File: config.mk
export PLATFORM = sky130hd
export DESIGN_NAME = ccf_bridge
export DESIGN_NICKNAME = d
export VERILOG_FILES = /design/src/ccf_pkg.sv /design/src/ccf_dec_if.sv /design/src/ccf_bridge.sv /design/src/ccf_decoder.sv
export VERILOG_INCLUDE_DIRS = /design/src
export SDC_FILE = /design/constraint.sdc
export NUM_CORES = 1
export LEC_CHECK = 0
export BUFFER_PORTS_ARGS = -buffer_cell sky130_fd_sc_hd__buf_2
export CAP_MARGIN = 20
export CORE_AREA = 2 2 137 139
export CTS_BUF_LIST = sky130_fd_sc_hd__clkbuf_16
export DETAILED_ROUTE_END_ITERATION = 8
export DIE_AREA = 0 0 139 141
export PLACE_DENSITY = 0.57
export SETUP_SLACK_MARGIN = 0.3
export SYNTH_ARGS = -nofsm -noshare
export SYNTH_HDL_FRONTEND = slang
export SYNTH_SLANG_ARGS = --single-unit
export TNS_END_PERCENT = 20
File: constraint.sdc
create_clock -name clock -period 3.2 [get_ports clock]
set_input_delay 0.16 -clock clock [delete_from_list [all_inputs] [get_ports clock]]
set_output_delay 0.16 -clock clock [all_outputs]
set_load 0.01 [all_outputs]
File: src/ccf_consts.svh
`ifndef CCF_CONSTS_SVH
`define CCF_CONSTS_SVH

////////////////////////////////////////////////////////////////////////////////
// Bus command codes.
`define CCF_CMD_SPECIAL 4'h1
`define CCF_CMD_MEM_RD 4'h6
`define CCF_CMD_MEM_WR 4'h7
`define CCF_CMD_CFG_RD 4'ha
`define CCF_CMD_CFG_WR 4'hb
`define CCF_CMD_MEM_RD_MULT 4'hc
`define CCF_CMD_DUAL_ADDR 4'hd
`define CCF_CMD_MEM_RD_LINE 4'he
`define CCF_CMD_MEM_WR_INV 4'hf

////////////////////////////////////////////////////////////////////////////////
// Configuration address fields.
`define CCF_TYPE_MSB 1
`define CCF_TYPE_LSB 0
`define CCF_TYPE0 2'h0
`define CCF_TYPE1 2'h1
`define CCF_BUS_MSB 23
`define CCF_BUS_LSB 16
`define CCF_DEV_MSB 15
`define CCF_DEV_LSB 11
`define CCF_FUNC_MSB 10
`define CCF_FUNC_LSB 8
`define CCF_REG_MSB 10
`define CCF_REG_LSB 2
`define CCF_IDSEL_LSB 16
`define CCF_IDSEL_CNT 16
`define CCF_SPECIAL_DEV 5'h1f
`define CCF_SPECIAL_FUNC 3'h7

////////////////////////////////////////////////////////////////////////////////
// Reset values.
`define CCF_CMD_RST 4'h0
`define CCF_ADDR_RST 64'h0
`define CCF_LO_RST 32'h0

`endif

File: src/ccf_pkg.sv
`include "ccf_consts.svh"

package ccf_pkg;
	typedef logic [3:0] ccf_cmd_t;
	typedef enum logic [2:0] {
		CCF_IGNORE = 3'h0,
		CCF_CFG0 = 3'h1,
		CCF_CFG1 = 3'h2,
		CCF_SPECIAL = 3'h3,
		CCF_MEM = 3'h4
	} ccf_kind_e;
	typedef enum logic [1:0] {
		CCF_IDLE = 2'h0,
		CCF_HOLD = 2'h1,
		CCF_DAC_HI = 2'h2
	} ccf_state_e;

	function automatic logic ccf_is_mem(input ccf_cmd_t cmd);
		return cmd == `CCF_CMD_MEM_RD || cmd == `CCF_CMD_MEM_WR ||
			cmd == `CCF_CMD_MEM_RD_MULT || cmd == `CCF_CMD_MEM_RD_LINE ||
			cmd == `CCF_CMD_MEM_WR_INV;
	endfunction : ccf_is_mem

	function automatic logic [31:0] ccf_type0_addr(input logic [31:0] addr);
		logic [31:0] res;
		logic [4:0] dev;
		res = 32'h0;
		dev = addr[`CCF_DEV_MSB:`CCF_DEV_LSB];
		res[`CCF_REG_MSB:`CCF_REG_LSB] = addr[`CCF_REG_MSB:`CCF_REG_LSB];
		if (dev < 5'h10) begin
			res[`CCF_IDSEL_LSB + 32'(dev)] = 1'b1;
		end
		return res;
	endfunction : ccf_type0_addr
endpackage : ccf_pkg

File: src/ccf_dec_if.sv
interface ccf_dec_if;
	import ccf_pkg::*;
	ccf_cmd_t cmd;
	logic [31:0] addr;
	logic [7:0] secBus;
	logic [7:0] subBus;
	logic [31:0] memBase;
	logic [31:0] memLimit;
	ccf_kind_e kind;
	ccf_cmd_t outCmd;
	logic [31:0] outAddr;
	modport requester (output cmd, addr, secBus, subBus, memBase, memLimit,
		input kind, outCmd, outAddr);
	modport decoder (input cmd, addr, secBus, subBus, memBase, memLimit,
		output kind, outCmd, outAddr);
endinterface : ccf_dec_if

File: src/ccf_bridge.sv
// Behaviour
// - A Type 1 config read to the secondary bus is claimed and sent on as a Type 0 read.
// - A Type 1 config read to a deeper bus behind the bridge is claimed and sent as Type 1.
// - A non-special Type 1 config write to the secondary bus is claimed and sent as Type 0.
// - A non-special Type 1 config write to a deeper bus is claimed and sent unchanged.
// - A config write to device 1Fh function 7h on the secondary bus becomes a special cycle.
// - Such a special-cycle write to a deeper bus is claimed and sent on as a Type 1 write.
// - Command 1100, memory read multiple, is recognised and forwarded.
// - Command 1101, dual address cycle, is accepted so that 64-bit addresses are forwarded.
// - Memory read line is claimed exactly as an ordinary memory read.
// - Command 1111, memory write and invalidate, is claimed exactly as a memory read.
`include "ccf_consts.svh"

module ccf_bridge
	import ccf_pkg::*;
(
	// Clock, reset and enable.
	input logic clock,
	input logic resetn,
	input logic clkEn,
	// Primary side request.
	input logic reqValid,
	input ccf_cmd_t reqCmd,
	input logic [31:0] reqAddr,
	output logic reqReady,
	output logic reqClaimed,
	output logic reqIgnored,
	// Bridge bus numbers and memory window.
	input logic [7:0] secBus,
	input logic [7:0] subBus,
	input logic [31:0] memBase,
	input logic [31:0] memLimit,
	// Secondary side forward.
	output logic fwdValid,
	input logic fwdReady,
	output ccf_cmd_t fwdCmd,
	output logic [63:0] fwdAddr,
	output logic fwdDac,
	output ccf_kind_e fwdKind
);
	ccf_dec_if dec();
	ccf_state_e stateQ;
	ccf_state_e stateD;
	ccf_cmd_t cmdQ;
	ccf_cmd_t cmdD;
	logic [63:0] addrQ;
	logic [63:0] addrD;
	logic dacQ;
	logic dacD;
	ccf_kind_e kindQ;
	ccf_kind_e kindD;
	logic [31:0] loQ;
	logic [31:0] loD;
	logic claimQ;
	logic claimD;
	logic ignQ;
	logic ignD;

	////////////////////////////////////////////////////////////////////////////
	// Single-address decode.
	assign dec.cmd = reqCmd;
	assign dec.addr = reqAddr;
	assign dec.secBus = secBus;
	assign dec.subBus = subBus;
	assign dec.memBase = memBase;
	assign dec.memLimit = memLimit;

	ccf_decoder uDecoder (
		.dec(dec.decoder)
	);

	////////////////////////////////////////////////////////////////////////////
	// Handshake and data outputs.
	assign reqReady = stateQ != CCF_HOLD;
	assign fwdValid = stateQ == CCF_HOLD;
	assign fwdCmd = cmdQ;
	assign fwdAddr = addrQ;
	assign fwdDac = dacQ;
	assign fwdKind = kindQ;
	assign reqClaimed = claimQ;
	assign reqIgnored = ignQ;

	////////////////////////////////////////////////////////////////////////////
	// Next state of the claim and forward sequencer.
	always_comb begin
		stateD = stateQ;
		cmdD = cmdQ;
		addrD = addrQ;
		dacD = dacQ;
		kindD = kindQ;
		loD = loQ;
		claimD = 1'b0;
		ignD = 1'b0;
		case (stateQ)
			CCF_IDLE: begin
				if (reqValid) begin
					if (reqCmd == `CCF_CMD_DUAL_ADDR) begin
						loD = reqAddr;
						stateD = CCF_DAC_HI;
					end else if (dec.kind != CCF_IGNORE) begin
						cmdD = dec.outCmd;
						addrD = {32'h0, dec.outAddr};
						dacD = 1'b0;
						kindD = dec.kind;
						claimD = 1'b1;
						stateD = CCF_HOLD;
					end else begin
						ignD = 1'b1;
					end
				end
			end
			CCF_DAC_HI: begin
				if (reqValid) begin
					if (ccf_is_mem(reqCmd)) begin
						cmdD = reqCmd;
						addrD = {reqAddr, loQ};
						dacD = 1'b1;
						kindD = CCF_MEM;
						claimD = 1'b1;
						stateD = CCF_HOLD;
					end else begin
						ignD = 1'b1;
						stateD = CCF_IDLE;
					end
				end
			end
			CCF_HOLD: begin
				if (fwdReady) begin
					stateD = CCF_IDLE;
				end
			end
			default: begin
				stateD = CCF_IDLE;
			end
		endcase
	end

	////////////////////////////////////////////////////////////////////////////
	// Sequencer registers.
	always_ff @(posedge clock) begin
		if (!resetn) begin
			stateQ <= CCF_IDLE;
			cmdQ <= `CCF_CMD_RST;
			addrQ <= `CCF_ADDR_RST;
			dacQ <= 1'b0;
			kindQ <= CCF_IGNORE;
			loQ <= `CCF_LO_RST;
			claimQ <= 1'b0;
			ignQ <= 1'b0;
		end else if (clkEn) begin
			stateQ <= stateD;
			cmdQ <= cmdD;
			addrQ <= addrD;
			dacQ <= dacD;
			kindQ <= kindD;
			loQ <= loD;
			claimQ <= claimD;
			ignQ <= ignD;
		end
	end

	////////////////////////////////////////////////////////////////////////////
	// Checks.
	logic accIdle;
	logic accHi;
	logic [7:0] reqBus;
	logic reqT1;
	logic reqSpec;
	logic reqOnSec;
	logic reqBelow;
	logic reqInWin;

	assign accIdle = reqValid && reqReady && clkEn && stateQ == CCF_IDLE;
	assign accHi = reqValid && reqReady && clkEn && stateQ == CCF_DAC_HI;
	assign reqBus = reqAddr[`CCF_BUS_MSB:`CCF_BUS_LSB];
	assign reqT1 = reqAddr[`CCF_TYPE_MSB:`CCF_TYPE_LSB] == `CCF_TYPE1;
	assign reqSpec = reqAddr[`CCF_DEV_MSB:`CCF_DEV_LSB] == `CCF_SPECIAL_DEV &&
		reqAddr[`CCF_FUNC_MSB:`CCF_FUNC_LSB] == `CCF_SPECIAL_FUNC;
	assign reqOnSec = reqBus == secBus;
	assign reqBelow = reqBus > secBus && reqBus <= subBus;
	assign reqInWin = reqAddr >= memBase && reqAddr <= memLimit;
endmodule : ccf_bridge

File: src/ccf_decoder.sv
`include "ccf_consts.svh"

module ccf_decoder
	import ccf_pkg::*;
(
	// Decode request and result.
	ccf_dec_if.decoder dec
);
	logic [7:0] bus;
	logic isType1;
	logic onSec;
	logic below;
	logic isSpecial;
	logic inWindow;

	assign bus = dec.addr[`CCF_BUS_MSB:`CCF_BUS_LSB];
	assign isType1 = dec.addr[`CCF_TYPE_MSB:`CCF_TYPE_LSB] == `CCF_TYPE1;
	assign onSec = bus == dec.secBus;
	assign below = bus > dec.secBus && bus <= dec.subBus;
	assign isSpecial = dec.addr[`CCF_DEV_MSB:`CCF_DEV_LSB] == `CCF_SPECIAL_DEV &&
		dec.addr[`CCF_FUNC_MSB:`CCF_FUNC_LSB] == `CCF_SPECIAL_FUNC;
	assign inWindow = dec.addr >= dec.memBase && dec.addr <= dec.memLimit;

	////////////////////////////////////////////////////////////////////////////
	// Classifies one single-address request.
	always_comb begin
		dec.kind = CCF_IGNORE;
		dec.outCmd = dec.cmd;
		dec.outAddr = dec.addr;
		case (dec.cmd)
			`CCF_CMD_CFG_RD: begin
				if (isType1 && onSec) begin
					dec.kind = CCF_CFG0;
					dec.outAddr = ccf_type0_addr(dec.addr);
				end else if (isType1 && below) begin
					dec.kind = CCF_CFG1;
				end
			end
			`CCF_CMD_CFG_WR: begin
				if (isType1 && isSpecial && onSec) begin
					dec.kind = CCF_SPECIAL;
					dec.outCmd = `CCF_CMD_SPECIAL;
					dec.outAddr = 32'h0;
				end else if (isType1 && isSpecial && below) begin
					dec.kind = CCF_CFG1;
				end else if (isType1 && onSec) begin
					dec.kind = CCF_CFG0;
					dec.outAddr = ccf_type0_addr(dec.addr);
				end else if (isType1 && below) begin
					dec.kind = CCF_CFG1;
				end
			end
			default: begin
				if (ccf_is_mem(dec.cmd) && inWindow) begin
					dec.kind = CCF_MEM;
				end
			end
		endcase
	end
endmodule : ccf_decoder

==> results.tsv, run 1 <==
stage	metric	value	unit
clock_tree	hold-fix buffer count after cts	0	
place	DP Wirelength	15300	microns
floorplanning	DIE HEIGHT	141	microns
synthesis	yosys warns	0	
drt	DRC viols	0	
drt	Wirelength per Cell	15.6	microns
place	worst slack at placement	0.240	ns
synthesis	Avg Inst Size Synth	7.88	sq um
layout	share of cells above drive strength 1	0.230	
floorplanning	io pins	197	
critical_path	Crit Path Category	in2reg	
layout	fin nets	1243	
drt	Initial DRC Count	317	
sta	normalized max-slew margin	0.375	
global_routing	largest net degree at the start of global routing	56	
floorplanning	Die ar.	19600	sq um
drt	total routed wirelength	20000	microns
drt	ANT nets after route	0	
sta	hold_ws	0.0912	ns
sta	setup TNS	0	ns
clock_tree	H-tree Lvls	3	
layout	FF/Latch Area	2160	sq um
synthesis	syn nets	1060	
layout	Final Core Density	0.452	
sta	final setup violation count	0	
synthesis	sequential share of the synthesized area	0.319	
sta	measured slew at the worst slew-check pin	0.928	ns
critical_path	WP data required	3.48	ns
synthesis	leading cell type by number of instances after synthesis	nand2_1	
pwr	leak pwr	4.41	nW
sta	crit path time final	2.60	ns
pwr	Max VDD drop	235	uV
sta	RSZ-0062 raised after global routing	no	
clock_tree	clk_lat worst skew	0.35	ns
pwr	clock network power share	0.362	
hold_path	Tightest Hold Check Type	in2reg	
layout	P&R area growth vs syn	22.0	%
floorplanning	core area	18300	sq um
critical_path	crit path cell chain	buf_2 -> inv_1 -> ha_1 -> nand2b_1 -> a2111oi_2 -> nor4bb_1 -> a2111o_1 -> a311o_1 -> a21boi_2 -> o21a_2 -> buf_12 -> mux2i_1	
global_routing	initial antenna violation count	0	
critical_path	Slowest-stage cell, CP	a2111oi_2	
pwr	PwrDens	352	nW/um^2
place	placed cell area	7990	sq um
clock_tree	Worst-path clk slew	0.07	ns
synthesis	number of synthesized flops with an enable pin	0	
critical_path	crit path DAT	2.88	ns
pwr	combinational share of power	0.170	
critical_path	Worst Setup End Kind	flop	
clock_tree	post-cts repair resize count	0	
sta	Setup WS post-layout	0.599	ns
drt	drt first pass iters	5	
critical_path	CP startpoint kind	input pin	
place	Placed Instances	1265	
synthesis	top_reg_cell synth	dfxtp_1	
synthesis	Cell Area, Synth	6770	sq um
synthesis	Synth top area share	0.319	
synthesis	post-synthesis register bit count	108	
synthesis	most instantiated cells after synthesis	189 x nand2_1, 108 x dfxtp_1, 84 x inv_1, 82 x mux2i_1, 80 x ha_1	
pwr	Seq pwr share	0.468	
critical_path	CP delay by family, top	compound AO/OA/AOI/OAI gates	
clock_tree	TritonCTS clock tree	done	
floorplanning	Initial Utilization	0.371	
clock_tree	largest buffer count on any clock path	2	
floorplanning	FP Rows	50	
pwr	Sw Pwr	0.819	mW
global_routing	grt ovf	0	
clock_tree	CTS buffer count	9	
sta	max-slew violation count	0	
synthesis	Syn Inst Count	859	
synthesis	Post-synth ARST share	0	
clock_tree	clk sinks	108	
layout	fin area	8260	sq um
clock_tree	# Post-CTS Setup Buffers	0	
floorplanning	die width	139	microns
status	status	finished, final reports clean	
global_routing	overall routing resource usage	0.201	
synthesis	Synth area leader	dfxtp_1	
layout	Diodes inserted	0	
global_routing	first-pass GRT wire length	31400	microns
critical_path	CP max FO	22	
pwr	Switching Share	0.282	
sta	Clock Skews	0.00735	ns
synthesis	Yosys cell types	48	
critical_path	Slowest Stage Delay on Critical Path	0.37	ns
layout	area of the multi-input gates	4060	sq um
drt	Vias	6268	
clock_tree	CTS Root Cell	clkbuf_16	
sta	Fmax	0.385	GHz
place	RD Place Congestion	0.862	
drt	drt via density	4.89	
pwr	internal power	2.08	mW
place	Buffers on Ports	196	
synthesis	top post-synthesis cells by area	dfxtp_1 32%, ha_1 15%, mux2i_1 12%, nand2_1 10%, a21oi_1 5.2%	
global_routing	vias in the first global route	5946	
pwr	Pwr Total	2.90	mW
critical_path	WP buf/inv	3	
layout	fill count	1899	
layout	Layout Cells excl Fill	1281	
sta	Final Hold Vio Count	0	
sta	Final period util	0.813	
run	maxcap violations	0	
==> area by class of cell <==
type | instances | share of cell area
Tap cell | 234 | 0.0354
Timing Repair Buffer | 216 | 0.140
Clock buffer | 9 | 0.0273
Multi-Input combinational cell | 622 | 0.492
Inverter | 85 | 0.0386
Sequential cell | 108 | 0.262
Clock inverter | 7 | 0.00530
==> worst reg2reg max path, stage by stage (launching register included) <==
cell      delay (ns)
dfxtp_1         0.47
nand2b_1        0.11
or3_2           0.68
nand2_1         0.18
o21ai_2         0.06
buf_4           0.28
a21oi_1         0.17
==> cell usage in the layout, fill, tap and decap left out, types with 21 or more instances in the layout <==
master	count
nand2_1	189
nand4_1	21
inv_1	85
mux2i_1	82
o21ai_0	26
buf_2	196
o211ai_1	22
dfxtp_1	108
nor2_1	55
ha_1	80
a21oi_1	71
==> flip-flops by register name, summed over array words and instances, names as in the netlist <==
name        cells
fwdKind         3
reqClaimed      1
stateQ          2
fwdAddr        64
fwdCmd          4
fwdDac          1
reqIgnored      1
loQ            32
==> power groups by stage <==
stage	sequential, mW	clock [mW]	combinational (mW)
5_1_grt	1.36	1.13	0.558
2_1_floorplan	1.39	0	0.277
4_1_cts	1.36	1.08	0.495
6_report	1.36	1.05	0.493
3_5_place_dp	1.39	0	0.492
3_3_place_gp	1.39	0	0.490
==> path summary, 6_finish.rpt <==
check | from | end | slack, ns | cells after the start
max | reqAddr[0] | fwdAddr[16]$_SDFFE_PN0P_ | 0.60 | 12
min | reqAddr[0] | loQ[0]$_SDFFE_PN0P_ | 0.09 | 3
max reg2reg | stateQ[1]$_SDFFE_PN0P_ | fwdDac$_SDFFE_PN0P_ | 1.19 | 6
min reg2reg | fwdCmd[2]$_SDFFE_PN0P_ | fwdCmd[2]$_SDFFE_PN0P_ | 0.44 | 2
==> routing by layer <==
| layer | up-vias | GRT usage | part of all wire | routed length (microns) |
|---|---|---|---|---|
| li1 | 3274 | - | - | - |
| met4 | 0 | 0.0601 | 0.015 | 295 |
| met2 | 152 | 0.320 | 0.45 | 9080 |
| met1 | 2822 | 0.282 | 0.48 | 9690 |
| met5 | - | 0 | 0 | 0 |
| met3 | 20 | 0.0306 | 0.048 | 955 |
==> kinds of logic after synthesis <==
family / Yosys count / synth area share
AOI/OAI and AO/OA: 144 / 0.127
adders and majority gates: 80 / 0.148
buffers and inverters: 129 / 0.0831
DFF: 108 / 0.319
muxes: 82 / 0.121
and+or+nand+nor: 316 / 0.202
Note: power is estimated with default switching activity, not from simulation.
==> inputs of run 2 (changes only) <==
Clock period 3.2 ns to 2.4 ns, I/O delays scaled along.
==> results.tsv, run 2 (synthesis gave the netlist of run 1 again) <==
stage	metric	value	unit
drt	drt first pass iters	7	
drt	DRC viols	0	
floorplanning	Initial Utilization	0.371	
drt	Vias	6491	
critical_path	Worst Setup End Kind	flop	
layout	FF/Latch Area	2160	sq um
run	maxcap violations	0	
place	Buffers on Ports	196	
pwr	Seq pwr share	0.432	
critical_path	CP startpoint kind	input pin	
place	DP Wirelength	15700	microns
sta	final setup violation count	0	
floorplanning	FP Rows	50	
sta	Final period util	0.951	
global_routing	first-pass GRT wire length	32000	microns
pwr	Pwr Total	4.20	mW
critical_path	R2R depth	5	
drt	Wirelength per Cell	15.7	microns
drt	Initial DRC Count	323	
floorplanning	DIE HEIGHT	141	microns
layout	share of cells above drive strength 1	0.291	
pwr	PwrDens	461	nW/um^2
global_routing	overall routing resource usage	0.205	
floorplanning	io pins	197	
clock_tree	largest buffer count on any clock path	2	
layout	most frequent cells in the layout	194 x buf_2, 189 x nand2_1, 108 x dfxtp_1	
sta	crit path time final	2.28	ns
global_routing	initial antenna violation count	2	
global_routing	grt ovf	0	
floorplanning	Die ar.	19600	sq um
global_routing	vias in the first global route	5972	
drt	total routed wirelength	21000	microns
sta	Clock Skews	0.00996	ns
status	status	finished, final reports clean	
layout	fin area	9100	sq um
sta	RSZ-0062 raised after global routing	yes	
clock_tree	CTS buffer count	9	
clock_tree	clk_lat worst skew	0.36	ns
sta	Final Hold Vio Count	0	
sta	normalized max-slew margin	0.491	
clock_tree	Worst-path clk slew	0.07	ns
layout	Final Core Density	0.498	
clock_tree	clk sinks	108	
global_routing	largest net degree at the start of global routing	77	
clock_tree	TritonCTS clock tree	done	
critical_path	RR Endpoint	fwdAddr[35]$_SDFFE_PN0P_	
clock_tree	CTS Root Cell	clkbuf_16	
hold_path	Worst Hold End	loQ[25]$_SDFFE_PN0P_	
critical_path	Crit Path Category	in2reg	
critical_path	CP max FO	5	
drt	ANT nets after route	0	
sta	max-slew violation count	0	
layout	fill count	1823	
clock_tree	H-tree Lvls	3	
layout	area of the multi-input gates	4230	sq um
pwr	combinational share of power	0.188	
layout	P&R area growth vs syn	34.3	%
layout	fin nets	1299	
drt	drt via density	4.85	
floorplanning	core area	18300	sq um
hold_path	Tightest Hold Check Type	in2reg	
layout	leading cell type in the layout, fill and taps excluded	buf_2	
sta	measured slew at the worst slew-check pin	0.763	ns
hold_path	Hold Crit Start	reqAddr[25]	
floorplanning	die width	139	microns
layout	flip-flop count of the largest register after layout	64	
sta	Fmax	0.438	GHz
pwr	internal power	3.01	mW
place	RD Place Congestion	0.833	
critical_path	WP data required	2.69	ns
hold_path	Hold Path Stages	3	
pwr	clock network power share	0.380	
pwr	Switching Share	0.283	
pwr	Max VDD drop	362	uV
pwr	leak pwr	4.77	nW
critical_path	R2R setup slack	0.41	ns
critical_path	reg2reg start	stateQ[0]$_SDFFE_PN0P_	
pwr	Sw Pwr	1.19	mW
place	placed cell area	8480	sq um
critical_path	crit path DAT	2.58	ns
==> run 2: worst max path at each step <==
stage / start / end / slack, ns / cells after the start
after floorplan: memBase[6] / fwdAddr[0]$_SDFFE_PN0P_ / 0.1 / 12
after global placement: memBase[6] / fwdAddr[7]$_SDFFE_PN0P_ / -0.27 / 12
after detailed placement: memBase[6] / fwdAddr[2]$_SDFFE_PN0P_ / -0.34 / 12
after CTS: memBase[6] / fwdAddr[27]$_SDFFE_PN0P_ / 0.17 / 12
after global routing: memBase[6] / fwdAddr[40]$_SDFFE_PN0P_ / 0.04 / 14
final: memBase[6] / fwdDac$_SDFFE_PN0P_ / 0.12 / 14
==> run 2: repair_timing <==
action | 4_1_cts | 5_1_grt
hold buffers | 0 | 1
buffers inserted | 0 | 1
gates resized for setup | 5 | 20
pin swaps | 4 | 11
endpoints found under the setup margin | 74 | 75
gates cloned | 1 | 6
endpoints found under the hold margin | 0 | 1
==> run 2: final cells by class <==
type                            instances  share of cell area
Antenna cell                            2            0.000550
Clock buffer                            9              0.0248
Clock inverter                          7             0.00977
Inverter                               85              0.0367
Multi-Input combinational cell        622               0.465
Sequential cell                       108               0.238
Tap cell                              234              0.0322
Timing Repair Buffer                  272               0.193
==> run 2: through the flow <==
stage | worst slack, ns | instances | TNS, ns | hold WS (ns)
floorplan | 0.0998 | 859 | 0 | 0.256
global placement | -0.273 | 1312 | -17.29 | 0.409
detailed placement | -0.337 | 1312 | -20.02 | 0.409
CTS | 0.166 | 1329 | 0 | 0.0144
global route | 0.0392 | 1339 | 0 | 0.0590
finish | 0.117 | 1339 | 0 | 0.0521
==> run 2: critical path: stages <==
cell and delay [ns]:
buf_8 0.09, inv_12 0.03, ha_4 0.22, a21o_1 0.17, a221oi_2 0.28, nor2_1 0.06, a2111o_1 0.38, a311o_1 0.30
a21boi_2 0.23, buf_4 0.17, o21ai_4 0.06, buf_12 0.18, clkbuf_16 0.16, a21oi_1 0.10
==> run 2: per-layer routing <==
metal | track usage | share of wire | routed length [microns]
met5 | 0 | 0 | 0
met4 | 0.0564 | 0.013 | 267
met3 | 0.0421 | 0.050 | 1050
met2 | 0.311 | 0.44 | 9240
met1 | 0.294 | 0.50 | 10500
==> run 2: power groups by stage <==
stage / Sequential, mW / Clock [mW] / Combinational [mW]
detailed placement: 1.86 / 0 / 0.742
global route: 1.82 / 1.70 / 0.888
finish: 1.81 / 1.59 / 0.789
CTS: 1.81 / 1.63 / 0.751
floorplan: 1.86 / 0 / 0.387
global placement: 1.86 / 0 / 0.733
